[src/inc/pfss_pkg.sv]
// package of constants and types for the paper feed stepper sequencer
// How it works
// - drive each winding bipolar, polarity reversing
// - half-step: alternate one and two windings
// - one dot line equals four steps
// - stop on one winding, start on two
// - ramp step rate up after start
// - keep stepping until the job ends
// - optional reduced holding current while waiting
// - long idle switches all excitation off
// - fixed-current drive at normal reference level
// - abnormal condition stops motor at once
// - refuse to start without paper
`default_nettype none
package pfss_pkg;
	// timing at 25 MHz
	localparam int unsigned CLK_HZ          = 25_000_000;
	localparam int unsigned CRUISE_US       = 1250;   // step period at full speed
	localparam int unsigned START_US        = 5000;   // first step period of a ramp
	localparam int unsigned RAMP_DEC_US     = 250;    // period shrink per step
	localparam int unsigned IDLE_MS         = 1000;   // hold time before excitation off
	localparam int unsigned CRUISE_CYC      = CRUISE_US * (CLK_HZ / 1_000_000);
	localparam int unsigned START_CYC       = START_US * (CLK_HZ / 1_000_000);
	localparam int unsigned RAMP_DEC_CYC    = RAMP_DEC_US * (CLK_HZ / 1_000_000);
	localparam int unsigned IDLE_CYC        = IDLE_MS * (CLK_HZ / 1_000);
	localparam int unsigned STEPS_PER_LINE  = 4;
	localparam logic [2:0]  PHASE_RST       = 3'h0;   // single winding A
	// current reference selection
	localparam logic [1:0]  IREF_OFF        = 2'h0;
	localparam logic [1:0]  IREF_HOLD       = 2'h1;   // reduced holding level
	localparam logic [1:0]  IREF_RUN        = 2'h2;   // normal stepping level

	// winding drive: enable and polarity per winding
	typedef struct packed {
		logic a_en;
		logic a_pos;
		logic b_en;
		logic b_pos;
	} pfss_drive_s;

	typedef enum logic [2:0] {
		PFSS_IDLE  = 3'b000,
		PFSS_START = 3'b001,
		PFSS_RUN   = 3'b011,
		PFSS_SETTL = 3'b010,
		PFSS_HOLD  = 3'b110,
		PFSS_FAULT = 3'b111
	} pfss_state_e;
endpackage
`default_nettype wire

[src/logic/pfss_phase_map.sv]
// decoder from half-step phase index to winding drive
`default_nettype none
module pfss_phase_map
	import pfss_pkg::*;
(
	// phase and excitation request
	input  wire logic [2:0]  phase_i,
	input  wire logic        energise_i,
	// winding drive
	output pfss_drive_s      drive_o
);
	// eight-state order A, AB, B, B-A, -A, -A-B, -B, -BA
	// polarity bit reverses the current in a whole winding
	always_comb begin
		drive_o = '0;
		if (energise_i) begin
			unique case (phase_i)
				3'h0: drive_o = '{1'b1, 1'b1, 1'b0, 1'b0};
				3'h1: drive_o = '{1'b1, 1'b1, 1'b1, 1'b1};
				3'h2: drive_o = '{1'b0, 1'b0, 1'b1, 1'b1};
				3'h3: drive_o = '{1'b1, 1'b0, 1'b1, 1'b1};
				3'h4: drive_o = '{1'b1, 1'b0, 1'b0, 1'b0};
				3'h5: drive_o = '{1'b1, 1'b0, 1'b1, 1'b0};
				3'h6: drive_o = '{1'b0, 1'b0, 1'b1, 1'b0};
				3'h7: drive_o = '{1'b1, 1'b1, 1'b1, 1'b0};
			endcase
		end
	end
endmodule
`default_nettype wire

[src/logic/pfss_sequencer.sv]
// paper feed stepper sequencer: controller side of the feed motor
`default_nettype none
module pfss_sequencer
	import pfss_pkg::*;
#(
	parameter int unsigned START_CYC_P  = START_CYC,
	parameter int unsigned CRUISE_CYC_P = CRUISE_CYC,
	parameter int unsigned RAMP_DEC_P   = RAMP_DEC_CYC,
	parameter int unsigned IDLE_CYC_P   = IDLE_CYC,
	parameter bit          HOLD_EN_P    = 1'b1
)
(
	// clock and reset
	input  wire logic        mclk_i,
	input  wire logic        rst_n_i,
	// job request
	input  wire logic        start_i,
	input  wire logic [15:0] lines_i,
	input  wire logic        reverse_i,
	input  wire logic        abort_i,
	// sensor
	input  wire logic        paper_sense_i,
	// job status
	output logic             busy_o,
	output logic             done_o,
	output logic             refused_o,
	output logic             line_o,
	output logic             fault_o,
	// motor drive
	output pfss_drive_s      drive_o,
	output logic [1:0]       iref_o
);
	localparam logic [23:0] START_L  = 24'(START_CYC_P);
	localparam logic [23:0] CRUISE_L = 24'(CRUISE_CYC_P);
	localparam logic [23:0] DEC_L    = 24'(RAMP_DEC_P);
	localparam logic [31:0] IDLE_L   = 32'(IDLE_CYC_P);

	pfss_state_e  state_ff;
	logic [2:0]   phase_ff;
	logic [23:0]  period_ff;
	logic [23:0]  tick_ff;
	logic [1:0]   sub_ff;
	logic [15:0]  left_ff;
	logic [31:0]  idle_ff;
	logic         dir_ff;
	logic         energ_ff;
	logic         done_ff;
	logic         refused_ff;
	logic         line_ff;
	logic [1:0]   iref_ff;
	logic         paper_ok;
	logic         tick_end;
	logic         go;

	// low level means reflection, paper present
	assign paper_ok = ~paper_sense_i;
	// start only with paper and a nonzero job
	assign go       = start_i && paper_ok && (lines_i != 16'h0000);
	assign tick_end = (tick_ff == 24'h0000_01) || (tick_ff == 24'h0000_00);

	// main state machine
	always_ff @(posedge mclk_i) begin
		if (!rst_n_i) begin
			state_ff <= PFSS_IDLE;
		end else begin
			unique case (state_ff)
				PFSS_IDLE, PFSS_HOLD: begin
					if (abort_i)
						state_ff <= PFSS_FAULT;
					else if (go)
						state_ff <= PFSS_START;
					else if (state_ff == PFSS_HOLD && idle_ff == 32'h0000_0000)
						state_ff <= PFSS_IDLE;
				end
				PFSS_START: state_ff <= abort_i ? PFSS_FAULT : PFSS_RUN;
				PFSS_RUN: begin
					// any abnormal input ends the job at once
					if (abort_i)
						state_ff <= PFSS_FAULT;
					else if (tick_end && sub_ff == 2'h3 && left_ff == 16'h0001)
						state_ff <= PFSS_SETTL;
				end
				PFSS_SETTL: state_ff <= abort_i ? PFSS_FAULT : PFSS_HOLD;
				PFSS_FAULT: state_ff <= abort_i ? PFSS_FAULT : PFSS_IDLE;
				default:    state_ff <= PFSS_FAULT;
			endcase
		end
	end

	// step timing, ramp and line counting
	always_ff @(posedge mclk_i) begin
		if (!rst_n_i) begin
			tick_ff   <= 24'h0000_00;
			period_ff <= 24'h0000_00;
			sub_ff    <= 2'h0;
			left_ff   <= 16'h0000;
			dir_ff    <= 1'b0;
		end else if (state_ff == PFSS_START) begin
			// every job begins at the slow start period
			period_ff <= START_L;
			tick_ff   <= START_L;
			// the move made in START is the first step of the first line
			// so 4 steps per line still end on a one-winding state; after a
			// fault the phase may already be odd and no move is made, so that
			// first line is one step short but the stop still lands on one winding
			sub_ff    <= 2'h1;
		end else if ((state_ff == PFSS_IDLE || state_ff == PFSS_HOLD) && go) begin
			left_ff <= lines_i;
			dir_ff  <= reverse_i;
		end else if (state_ff == PFSS_RUN) begin
			// step issued when the period counter expires
			if (tick_end) begin
				// shorten period each step down to cruise
				if (period_ff > CRUISE_L + DEC_L)
					period_ff <= period_ff - DEC_L;
				else
					period_ff <= CRUISE_L;
				tick_ff <= period_ff;
				// four steps advance one dot line
				sub_ff  <= sub_ff + 2'h1;
				if (sub_ff == 2'h3)
					left_ff <= left_ff - 16'h0001;
			end else begin
				tick_ff <= tick_ff - 24'h0000_01;
			end
		end
	end

	// phase index: advances once per step
	always_ff @(posedge mclk_i) begin
		if (!rst_n_i) begin
			phase_ff <= PHASE_RST;
		end else if (state_ff == PFSS_START && !phase_ff[0]) begin
			// motion starts from a two-winding state
			phase_ff <= dir_ff ? phase_ff - 3'h1 : phase_ff + 3'h1;
		end else if (state_ff == PFSS_RUN && tick_end && !abort_i) begin
			phase_ff <= dir_ff ? phase_ff - 3'h1 : phase_ff + 3'h1;
		end
	end

	// excitation and current reference
	always_ff @(posedge mclk_i) begin
		if (!rst_n_i) begin
			energ_ff <= 1'b0;
			iref_ff  <= IREF_OFF;
			idle_ff  <= 32'h0000_0000;
		end else begin
			unique case (state_ff)
				PFSS_START, PFSS_RUN: begin
					// excitation stays on for the whole job
					// fixed-current drive at the normal reference
					energ_ff <= 1'b1;
					iref_ff  <= IREF_RUN;
					idle_ff  <= IDLE_L;
				end
				PFSS_SETTL: begin
					// waiting uses the reduced holding level
					energ_ff <= HOLD_EN_P;
					iref_ff  <= HOLD_EN_P ? IREF_HOLD : IREF_OFF;
				end
				PFSS_HOLD: begin
					if (idle_ff != 32'h0000_0000)
						idle_ff <= idle_ff - 32'h0000_0001;
					else begin
						energ_ff <= 1'b0;
						iref_ff  <= IREF_OFF;
					end
				end
				default: begin
					// fault and idle leave windings unpowered
					energ_ff <= 1'b0;
					iref_ff  <= IREF_OFF;
				end
			endcase
		end
	end

	// status pulses
	always_ff @(posedge mclk_i) begin
		if (!rst_n_i) begin
			done_ff    <= 1'b0;
			refused_ff <= 1'b0;
			line_ff    <= 1'b0;
		end else begin
			done_ff <= (state_ff == PFSS_SETTL);
			// refusal reported when paper is missing
			refused_ff <= start_i && !paper_ok &&
				(state_ff == PFSS_IDLE || state_ff == PFSS_HOLD);
			line_ff <= (state_ff == PFSS_RUN) && tick_end && (sub_ff == 2'h3);
		end
	end

	// decode phase into bipolar winding drive
	pfss_phase_map u_map (
		.phase_i    (phase_ff),
		.energise_i (energ_ff),
		.drive_o    (drive_o)
	);

	assign busy_o    = (state_ff == PFSS_START) || (state_ff == PFSS_RUN);
	assign done_o    = done_ff;
	assign refused_o = refused_ff;
	assign line_o    = line_ff;
	assign fault_o   = (state_ff == PFSS_FAULT);
	assign iref_o    = iref_ff;

	// assertions beside the logic
	a_stop_one_phase: assert property (@(posedge mclk_i) disable iff (!rst_n_i)
		(state_ff == PFSS_SETTL) |-> !phase_ff[0])
		else $error("motor stopped in a two-winding state");
	a_start_two_phase: assert property (@(posedge mclk_i) disable iff (!rst_n_i)
		(state_ff == PFSS_RUN && $past(state_ff) == PFSS_START) |-> phase_ff[0])
		else $error("motion did not start in two-winding state");
	a_no_paper_start: assert property (@(posedge mclk_i) disable iff (!rst_n_i)
		(state_ff == PFSS_IDLE && start_i && paper_sense_i && !abort_i)
		|=> state_ff != PFSS_START)
		else $error("job started without paper");
	a_abort_stops: assert property (@(posedge mclk_i) disable iff (!rst_n_i)
		(abort_i && busy_o) |=> ##1 (drive_o == '0 && iref_o == IREF_OFF))
		else $error("drive not removed after abort");
	a_run_excited: assert property (@(posedge mclk_i) disable iff (!rst_n_i)
		(state_ff == PFSS_RUN && $past(state_ff) == PFSS_RUN) |-> iref_o == IREF_RUN)
		else $error("excitation dropped during job");
	a_ramp_no_faster: assert property (@(posedge mclk_i) disable iff (!rst_n_i)
		(state_ff == PFSS_RUN) |-> (period_ff >= CRUISE_L && period_ff <= START_L))
		else $error("step period outside ramp bounds");
	a_line_four_steps: assert property (@(posedge mclk_i) disable iff (!rst_n_i)
		line_o |-> $past(sub_ff) == 2'h3)
		else $error("line pulse not after four steps");
	a_step_one_move: assert property (@(posedge mclk_i) disable iff (!rst_n_i)
		(state_ff == PFSS_RUN && $changed(phase_ff)) |-> $changed(phase_ff[0]))
		else $error("step did not alternate winding count");
	a_sense_level: assert property (@(posedge mclk_i) disable iff (!rst_n_i)
		(state_ff == PFSS_START) |-> $past(!paper_sense_i || abort_i))
		else $error("start taken with sensor high");
	a_idle_off: assert property (@(posedge mclk_i) disable iff (!rst_n_i)
		(state_ff == PFSS_IDLE && $past(state_ff) == PFSS_IDLE) |-> drive_o == '0)
		else $error("windings energised while idle");

	c_job_done:  cover property (@(posedge mclk_i) disable iff (!rst_n_i) done_o);
	c_refused:   cover property (@(posedge mclk_i) disable iff (!rst_n_i) refused_o);
	c_fault:     cover property (@(posedge mclk_i) disable iff (!rst_n_i) fault_o);
	c_reverse:   cover property (@(posedge mclk_i) disable iff (!rst_n_i) busy_o && dir_ff);
endmodule
`default_nettype wire

[config.mk]
export PLATFORM = sky130hd
export DESIGN_NAME = pfss_sequencer
export DESIGN_NICKNAME = d
export VERILOG_FILES = /design/src/inc/pfss_pkg.sv /design/src/logic/pfss_phase_map.sv /design/src/logic/pfss_sequencer.sv
export SDC_FILE = /design/constraint.sdc
export NUM_CORES = 1
export LEC_CHECK = 0
export BUFFER_PORTS_ARGS = -buffer_cell sky130_fd_sc_hd__buf_2
export CAP_MARGIN = 30
export CORE_MARGIN = 1
export CORE_UTILIZATION = 25
export DETAILED_ROUTE_END_ITERATION = 10
export GPL_ROUTABILITY_DRIVEN = 0
export GPL_TIMING_DRIVEN = 0
export PLACE_DENSITY_LB_ADDON = 0.25
export SLEW_MARGIN = 20
export SYNTH_ARGS = -nofsm -noshare
export SYNTH_HDL_FRONTEND = slang
export SYNTH_SLANG_ARGS = --single-unit
export TNS_END_PERCENT = 100
[constraint.sdc]
create_clock -name mclk_i -period 3.3 [get_ports mclk_i]
set_input_delay 0.495 -clock mclk_i [delete_from_list [all_inputs] [get_ports mclk_i]]
set_output_delay 0.495 -clock mclk_i [all_outputs]
set_load 0.1 [all_outputs]
# Yosys cells after proc, flatten, opt, wreduce, memory -nomap -nowiden
# Memories as Yosys holds them, arrays and structs flattened. A register that Yosys moved wholly into a read port is not among the register bits.
# Index checks and enable logic that the tools add are counted.
# totals
word_cells	121
ff_bits	111
rom_bits	32
memories	1
inputBits	22
output_inout_bits	11
# memory_table
name	depth	width	read_ports	rd_ports_with_merged_regs	wr	line_no	rtl
(no name shown)	8	4	1	1	0	pfss_phase_map.sv:17	unique case (phase_i)
# classes
n_lt_le_gt_ge	1
reduce_logical	41
muxes	38
add_sub_neg	7
bitwise_logic	4
eq_ne	13
# op_table
operator	n
2-to-1 mux 17 bit	7
2-to-1 mux 16 bit	4
one-hot mux 32 bit (2 select lines)	1
2-to-1 mux 24 bit	2
2-to-1 mux 3 bit	12
logical NOT 32 bit	1
2-to-1 mux 32 bit	1
nonzero test 32 bit	1
subtractor 32 x 1 -> 32 bit (second input constant)	1
== test 24 x 1 -> 1 bit (second input constant)	1
> comparator 24 x 16 -> 1 bit (second input constant)	1
logical NOT 24 bit	1
subtractor 24 x 1 -> 24 bit (second input constant)	1
subtractor 24 x 13 -> 24 bit (second input constant)	1
== test 16 x 1 -> 1 bit (second input constant)	1
nonzero test 16 bit	1
subtractor 16 x 1 -> 16 bit (second input constant)	1
one-hot mux 3 bit (5 select lines)	1
nonzero test 2 bit	7
logical AND 1 bit	12
AND reduction 2 bit	5
== test 3 x 2 -> 1 bit (second input constant)	2
== test 3 bit (second input constant)	2
2-to-1 mux 1 bit	6
21 further kinds	31

# Longest topological paths before layout
# Gate-level depths: netlist of run 1.
# logic_depth
word_depth	8
mapped_depth	10

# Hierarchy
# From an unflattened synthesis of run 1, not the netlist that was laid out.
# unflattened
cells_unflattened	748
hier_area_um2	5994.5
# by_module_without_submodules
mod	n_inst	seq_area_each_um2	area_each_um2	cells_each
pfss_sequencer	1	2222.1	5952.0	741
pfss_phase_map	1	0.0	42.5	7

# Worst setup path after synthesis of run 1
# Ideal clock, no wire load.
# synth_path
kind	register -> register
startpoint	register tick_ff[18]
endpoint	register period_ff[6]
setup_ps	74
path_stages_with_launch	8
path_slack_ps	855
n_path_buf	1
arrival_time_ps	2371
t_required_ps	3226
path_cell_list	dfxtp_1 -> or4_4 -> or4_1 -> and4bb_1 -> buf_4 -> nand3_4 -> or3_1 -> a31oi_1
# synth_via
elab_chain_cells	4
elab_cells_between_ends	5
# synth_rtl
element	line_no	rtl
from (decl)	pfss_sequencer.sv:41	logic [23:0] tick_ff;
from (signal assigned)	pfss_sequencer.sv:118	tick_ff <= period_ff;
from (signal assigned)	pfss_sequencer.sv:124	tick_ff <= tick_ff - 24'h0000_01;
== test 24 x 1 -> 1 bit or logical NOT 24 bit (tied branches)	pfss_sequencer.sv:59	assign tick_end = (tick_ff == 24'h0000_01) || (tick_ff == 24'h0000_00);
logical OR 1 bit *	pfss_sequencer.sv:59	
nonzero test 2 bit (no line) *	--	
AND reduction 3 bit (no line) *	--	
to (signal assigned)	pfss_sequencer.sv:115	period_ff <= period_ff - DEC_L;
to (decl)	pfss_sequencer.sv:40	logic [23:0] period_ff;
# Mark *: on every way between the ends. The rest lies on a longest branch, timed or not.
# A chain may end at the register's enable or synchronous reset.

# Worst setup path after layout of run 1
# layout_path
startpoint	register state_ff[0]
endpoint	output busy_o
# layout_via
elab_chain_cells	2
elab_cells_between_ends	3
# layout_rtl
element	line_no	rtl
from (decl)	pfss_sequencer.sv:38	pfss_state_e state_ff;
from (signal assigned)	pfss_sequencer.sv:75	PFSS_START: state_ff <= abort_i ? PFSS_FAULT : PFSS_RUN;
from (signal assigned)	pfss_sequencer.sv:83	PFSS_SETTL: state_ff <= abort_i ? PFSS_FAULT : PFSS_HOLD;
from (signal assigned)	pfss_sequencer.sv:84	PFSS_FAULT: state_ff <= abort_i ? PFSS_FAULT : PFSS_IDLE;
== test 3 x 1 -> 1 bit or == test 3 x 2 -> 1 bit (tied branches)	pfss_sequencer.sv:200	assign busy_o = (state_ff == PFSS_START) || (state_ff == PFSS_RUN);
logical OR 1 bit *	pfss_sequencer.sv:200	
to (decl)	pfss_sequencer.sv:24	output logic busy_o,
# Marks and branches as above.

==> flow_summary.toml, run 1 <==
[synthesis]
synthTopCellsByCount = "dfxtp_1 (115), nor2_1 (73), a21oi_1 (62)"
yosys.cell_count.top_type = "dfxtp_1"
synthTopCellsByArea = "dfxtp_1 (37%), a21oi_1 (5.0%), nor2_1 (4.4%)"
syn_inst = 760
synth_top_area_share_pct = 37.2
syn-cell-area_um2 = 6190
synth_edf_count = 0
syn_avg_cell_area_um2 = 8.15
synth_async_sr_flop_share_pct = 0
synth_nets = 792
synth-main-ff-cell = "dfxtp_1"
yosysTopAreaCell = "dfxtp_1"
ys_seq_elements = 115
ys_seq_area_share_pct = 37.2
synth.distinct_cells = 68
yosysWarnings = 0

[finish]
drive_above_1_share_pct = 10.9
multiInputGateArea_um2 = 3640
num_antenna_cells = 0
regArea_um2 = 2300
n_fill_cell = 2582
final_area_um2 = 7330
layout-area-overhead-vs-synth_pct = 18.4
final_net_count = 843

[cts]
cts_buffer_depth = 2
cts.sinks = 115
clk_pin_slew_ps = 60
insertion_delay_ps = 420
h-tree-depth = 4
cts_tree = "yes"
postCtsSetupBuffers = 0
cts-root-buf = "clkbuf_16"
cts_buffers = 17
ctsHoldBuffers = 0

[critical_path]
worst-setup-path-type = "flip-flop to output pin"
end_kind = "output pin"
arrival_ps = 2640
worst_setup_path_start_kind = "flip-flop"
crit_required_ps = 2800
r2r-end = "period_ff[23]"
path_max_fanout = 10
rr_worst_depth = 8
r2r_start = "period_ff[17]"
reg2reg_setup_slack_ps = 220

[sta]
worst_pin_slew_ps = 878
fin_tns_setup_ps = 0
layout_min_cycle_time_ps = 3130
setup_viol = 0
finClkSkew_ps = 9.74
finalHoldViolCount = 0
finalMaxSlewViolations = 0
rsz0062_at_grt = "false"
relSlewSlack_pct = 40.9
fmax_ghz = 0.319
fin_crit_sh_pct = 94.9

[min_path]
holdPathStages = 3
worstHoldPathType = "input port to flip-flop"
whs_endpoint = "dir_ff"
hp-start = "reverse_i"

[floorplanning]
die-width_um = 159
start_util_pct = 25.5
dieArea_um2 = 25400
pin_count = 33
die_h_um = 159
row_count = 57
core_area_um2 = 24300

[drt]
drt_wl_total_um = 19700
wl_per_cell_um = 17.1
vias_per_cell = 5.17
drt_pass1_iterations = 5
drtIter0Drc = 492
drc_errors = 0
antenna_left = 0
vias = 5939

[place]
dp_hpwl_um = 14500
numPortBuffers = 32
place_area_um2 = 6760

[global_routing]
antenna_found_initial = 0
grt_pass1_wl_um = 32000
grt_remaining_overflow = 0
grt_max_degree = 17
grt_use_total_pct = 16.1
grt_pass1_vias = 5695

[pwr]
ir_drop_mv = 0.380
power.density_nw_per_um2 = 625
p_leak_uw = 0.00255
switching_share_pct = 35.6
total_power_uw = 4580
power_frac_clock_pct = 38.8
p_int_uw = 2950
pwr-share-seq_pct = 34.9
pwr-share-comb_pct = 26.3
switching_power_uw = 1630

[outcome]
outcome = "completed"

[flow_run]
maxCapViolations = 0
-- flip-flops by register name, indices dropped and copies added (netlist names), named ones only --
| signal | flops |
|---|---|
| dir_ff | 1 |
| done_o | 1 |
| energ_ff | 1 |
| idle_ff | 32 |
| iref_o | 2 |
| left_ff | 16 |
| line_o | 1 |
| period_ff | 24 |
| phase_ff | 3 |
| refused_o | 1 |
| state_ff | 3 |
| sub_ff | 2 |
| tick_ff | 24 |
-- cell type report --
| cell class | instances | area share (%) |
|---|---|---|
| timing repair buffer | 32 | 2.18 |
| tap | 324 | 5.53 |
| multi-input combinational | 580 | 49.7 |
| inverter | 19 | 0.973 |
| clock buffer | 18 | 5.99 |
| sequential | 115 | 31.4 |
| clock inverter | 14 | 1.76 |
| buffer | 46 | 2.49 |
-- how the worst max path moves through the flow --
stage	from	slack, ps	end
4_1_cts	state_ff[0]	160	busy_o
3_5_place_dp	period_ff[17]	240	period_ff[0]
3_3_place_gp	tick_ff[9]	260	tick_ff[18]
5_1_grt	tick_ff[9]	1	tick_ff[4]
6_report	state_ff[0]	170	busy_o
2_1_floorplan	tick_ff[18]	850	period_ff[6]
-- cell families (layout without fill, tap and decap cells) --
family	count (synthesis)	in the layout	share of synthesized area [%]
AND/OR/NAND/NOR	306	306	27.4
AO/OA/AOI/OAI	217	217	22.4
flip-flops	115	115	37.2
buffers and inverters	65	129	4.10
XOR/XNOR	40	40	5.66
adder cells (fa/ha/maj)	10	10	2.14
multiplexers	7	7	1.17
-- metrics by stage --
stage,std cells,utilization [%],worst slack (ps),hold slack [ps]
5_1_grt,1148,30.2,1.17,334
3_5_place_dp,1116,27.8,245,471
3_3_place_gp,1116,27.8,264,467
4_1_cts,1148,30.1,161,314
6_report,1148,30.2,168,325
2_1_floorplan,760,-,855,427
-- power groups by stage --
stage	Clock (µW)	Combinational (µW)	Sequential, µW
4_1_cts	1820	1190	1600
3_5_place_dp	0	1190	1630
5_1_grt	1880	1330	1620
3_3_place_gp	0	1190	1630
2_1_floorplan	0	856	1610
6_report	1780	1200	1600
-- layer usage --
layer  wire length [µm]  GRT usage [%]
met4                505           6.82
met3                853           3.62
met1               9260           21.2
met2               9040           25.4
met5                  0              0
-- critical path: stages, from the launching register on --
cell	delay [ps]
dfxtp_1	320
clkbuf_1	380
nand2b_1	200
inv_1	230
clkbuf_1	530
buf_2	540
-- repair_timing --
| action | CTS | global route |
|---|---|---|
| gates resized for setup | 0 | 1 |
| setup endpoints to repair | 0 | 1 |
| hold endpoints to repair | 0 | 0 |
-- cells in the final DEF, fill, tap and decap left out, types with 20 or more instances in the layout --
cell type | netlist | routed
nor2_1 | 73 | 73
or3_1 | 26 | 26
nand2_1 | 44 | 44
nand3_1 | 24 | 24
o21ai_0 | 47 | 47
dfxtp_1 | 115 | 115
or4_1 | 21 | 21
nor4_1 | 30 | 30
xor2_1 | 20 | 20
a21oi_1 | 62 | 62
buf_2 | 5 | 37
xnor2_1 | 20 | 20
clkbuf_1 | 40 | 40
Power figures use the tool's default switching activity.
==> run 2: changes to the inputs <==
Settings changed: CTS_BUF_LIST from default to sky130_fd_sc_hd__clkbuf_2.
Clock period 3.3 ns to 3.73 ns, I/O delays scaled along.
==> run 2 against run 1 <==
Worst setup slack improved by 310 ps. Sequential share of layout area rose by 1.6 points. Combinational power fell by 12%. Final cell count did not move. Flip-flop and latch count did not move. Die area did not move. Highest routed layer unchanged. Critical path depth did not move. Critical path type unchanged. Hold slack got worse by 220 ps. Largest cell class unchanged.
==> flow_summary.toml, run 2 (synthesized netlist as in run 1, its figures left out) <==
[critical_path]
r2r-end = "tick_ff[4]"
worst-setup-path-type = "flip-flop to output pin"
path_cells = "clkbuf_1 -> nand2b_1 -> inv_1 -> clkbuf_2 -> buf_2"
endpoint = "busy_o"
crit_path_max_incr_delay_ps = 490
path_max_fanout = 10
startpoint = "state_ff[0]"
end_kind = "output pin"
reg2reg_setup_slack_ps = 490
crit_required_ps = 3170
cpMaxStageDelayCell = "buf_2"
arrival_ps = 2690
r2r_start = "tick_ff[9]"
rr_worst_depth = 7
worst_setup_path_start_kind = "flip-flop"

[sta]
setup_viol = 0
fin_crit_sh_pct = 87.2
layout_min_cycle_time_ps = 3250
relSlewSlack_pct = 40.7
fin_tns_setup_ps = 0
fmax_ghz = 0.307
finalMaxSlewViolations = 0
finalHoldViolCount = 0
fin_hold_ws_ps = 103
worst_pin_slew_ps = 882
finClkSkew_ps = 38.0
rsz0062_at_grt = "false"

[finish]
post-route-util_pct = 28.7
regMostFlops = "idle_ff"
multiInputGateArea_um2 = 3640
n_fill_cell = 2621
largest_reg_flops = 32
layout-area-overhead-vs-synth_pct = 12.7
reg_top3 = "idle_ff (32), period_ff (24), tick_ff (24)"
final_common_cell = "dfxtp_1"
final_area_um2 = 6980
drive_above_1_share_pct = 10.9
layout_common_cells = "dfxtp_1 (115), nor2_1 (73), a21oi_1 (62)"
num_antenna_cells = 0
regArea_um2 = 2300
final_net_count = 843

[drt]
drt_wl_total_um = 19500
antenna_left = 0
drc_errors = 0
vias_per_cell = 5.22
drt_pass1_iterations = 5
vias = 5994
drtIter0Drc = 461
wl_per_cell_um = 17.0

[global_routing]
grt_remaining_overflow = 0
grt_use_total_pct = 16.0
grt_pass1_wl_um = 31700
grt_max_degree = 17
met2_usage_pct = 25.3
antenna_found_initial = 0
use_met1_pct = 21.1
met3_usage_pct = 3.05
grt_pass1_vias = 5646
busiest_layer = "met2"

[floorplanning]
row_count = 57
start_util_pct = 25.5
pin_count = 33
die-width_um = 159
dieArea_um2 = 25400
core_area_um2 = 24300
die_h_um = 159

[outcome]
outcome = "completed"

[pwr]
power.density_nw_per_um2 = 467
ir_drop_mv = 0.165
p_leak_uw = 0.00241
total_power_uw = 3260

[cts]
insertion_delay_ps = 720
cts_buffer_depth = 2
cts_buffers = 17
cts-root-buf = "clkbuf_2"
ctsHoldBuffers = 0
clk_pin_slew_ps = 190
h-tree-depth = 4
cts.sinks = 115
cts_tree = "yes"

[place]
dp_hpwl_um = 14500
numPortBuffers = 32
place_area_um2 = 6760

[min_path]
worstHoldPathType = "input port to flip-flop"

[flow_run]
maxCapViolations = 0
run 2: layout make-up:
class | count | area share [%]
well taps | 324 | 5.81
flip-flops and latches | 115 | 33.0
repair buffers | 32 | 2.30
multi-input cells | 580 | 52.1
plain buffers | 46 | 2.64
inverters | 19 | 1.02
clock inverters | 15 | 1.90
clock buffers | 17 | 1.22
run 2: worst max-delay path, delay by kind of cell, from the launching register on:
family                 cells  cell delay (ps)
buffers and inverters      4             1430
DFF                        1              370
and+or+nand+nor            1              200
run 2: power by group:
group | total, µW | internal [µW] | leakage [µW] | switching, µW
registers | 1410 | 1320 | 0.000937 | 94.0
logic | 1060 | 353 | 0.00136 | 705
clock network | 787 | 242 | 0.000117 | 545
total | 3260 | 1920 | 0.00241 | 1340
run 2: routing by layer:
metal | part of all wire [%] | vias up
met5 | 0 | -
li1 | - | 2946
met2 | 46 | 141
met3 | 4.1 | 34
met1 | 47 | 2873
met4 | 2.7 | 0
run 2: per-stage QoR:
stage	setup WS, ps	cells
3_5_place_dp	675	1116
5_1_grt	248	1148
2_1_floorplan	1280	760
6_report	476	1148
3_3_place_gp	694	1116
4_1_cts	140	1148
run 2: worst min-delay path by stage:
| stage | start | endpoint | slack [ps] | depth (start not counted) |
|---|---|---|---|---|
| 2_1_floorplan | period_ff[0] | period_ff[0] | 430 | 2 |
| 3_3_place_gp | idle_ff[29] | idle_ff[29] | 470 | 2 |
| 3_5_place_dp | idle_ff[29] | idle_ff[29] | 470 | 2 |
| 4_1_cts | reverse_i | dir_ff | 20 | 3 |
| 5_1_grt | lines_i[1] | left_ff[1] | 50 | 3 |
| 6_report | reverse_i | dir_ff | 100 | 3 |
run 2: repair_timing:
action                     in CTS  in global routing
resized for setup               0                  2
setup endpoints to repair       0                  1
hold endpoints to repair        0                  0
setup buffers                   0                  0
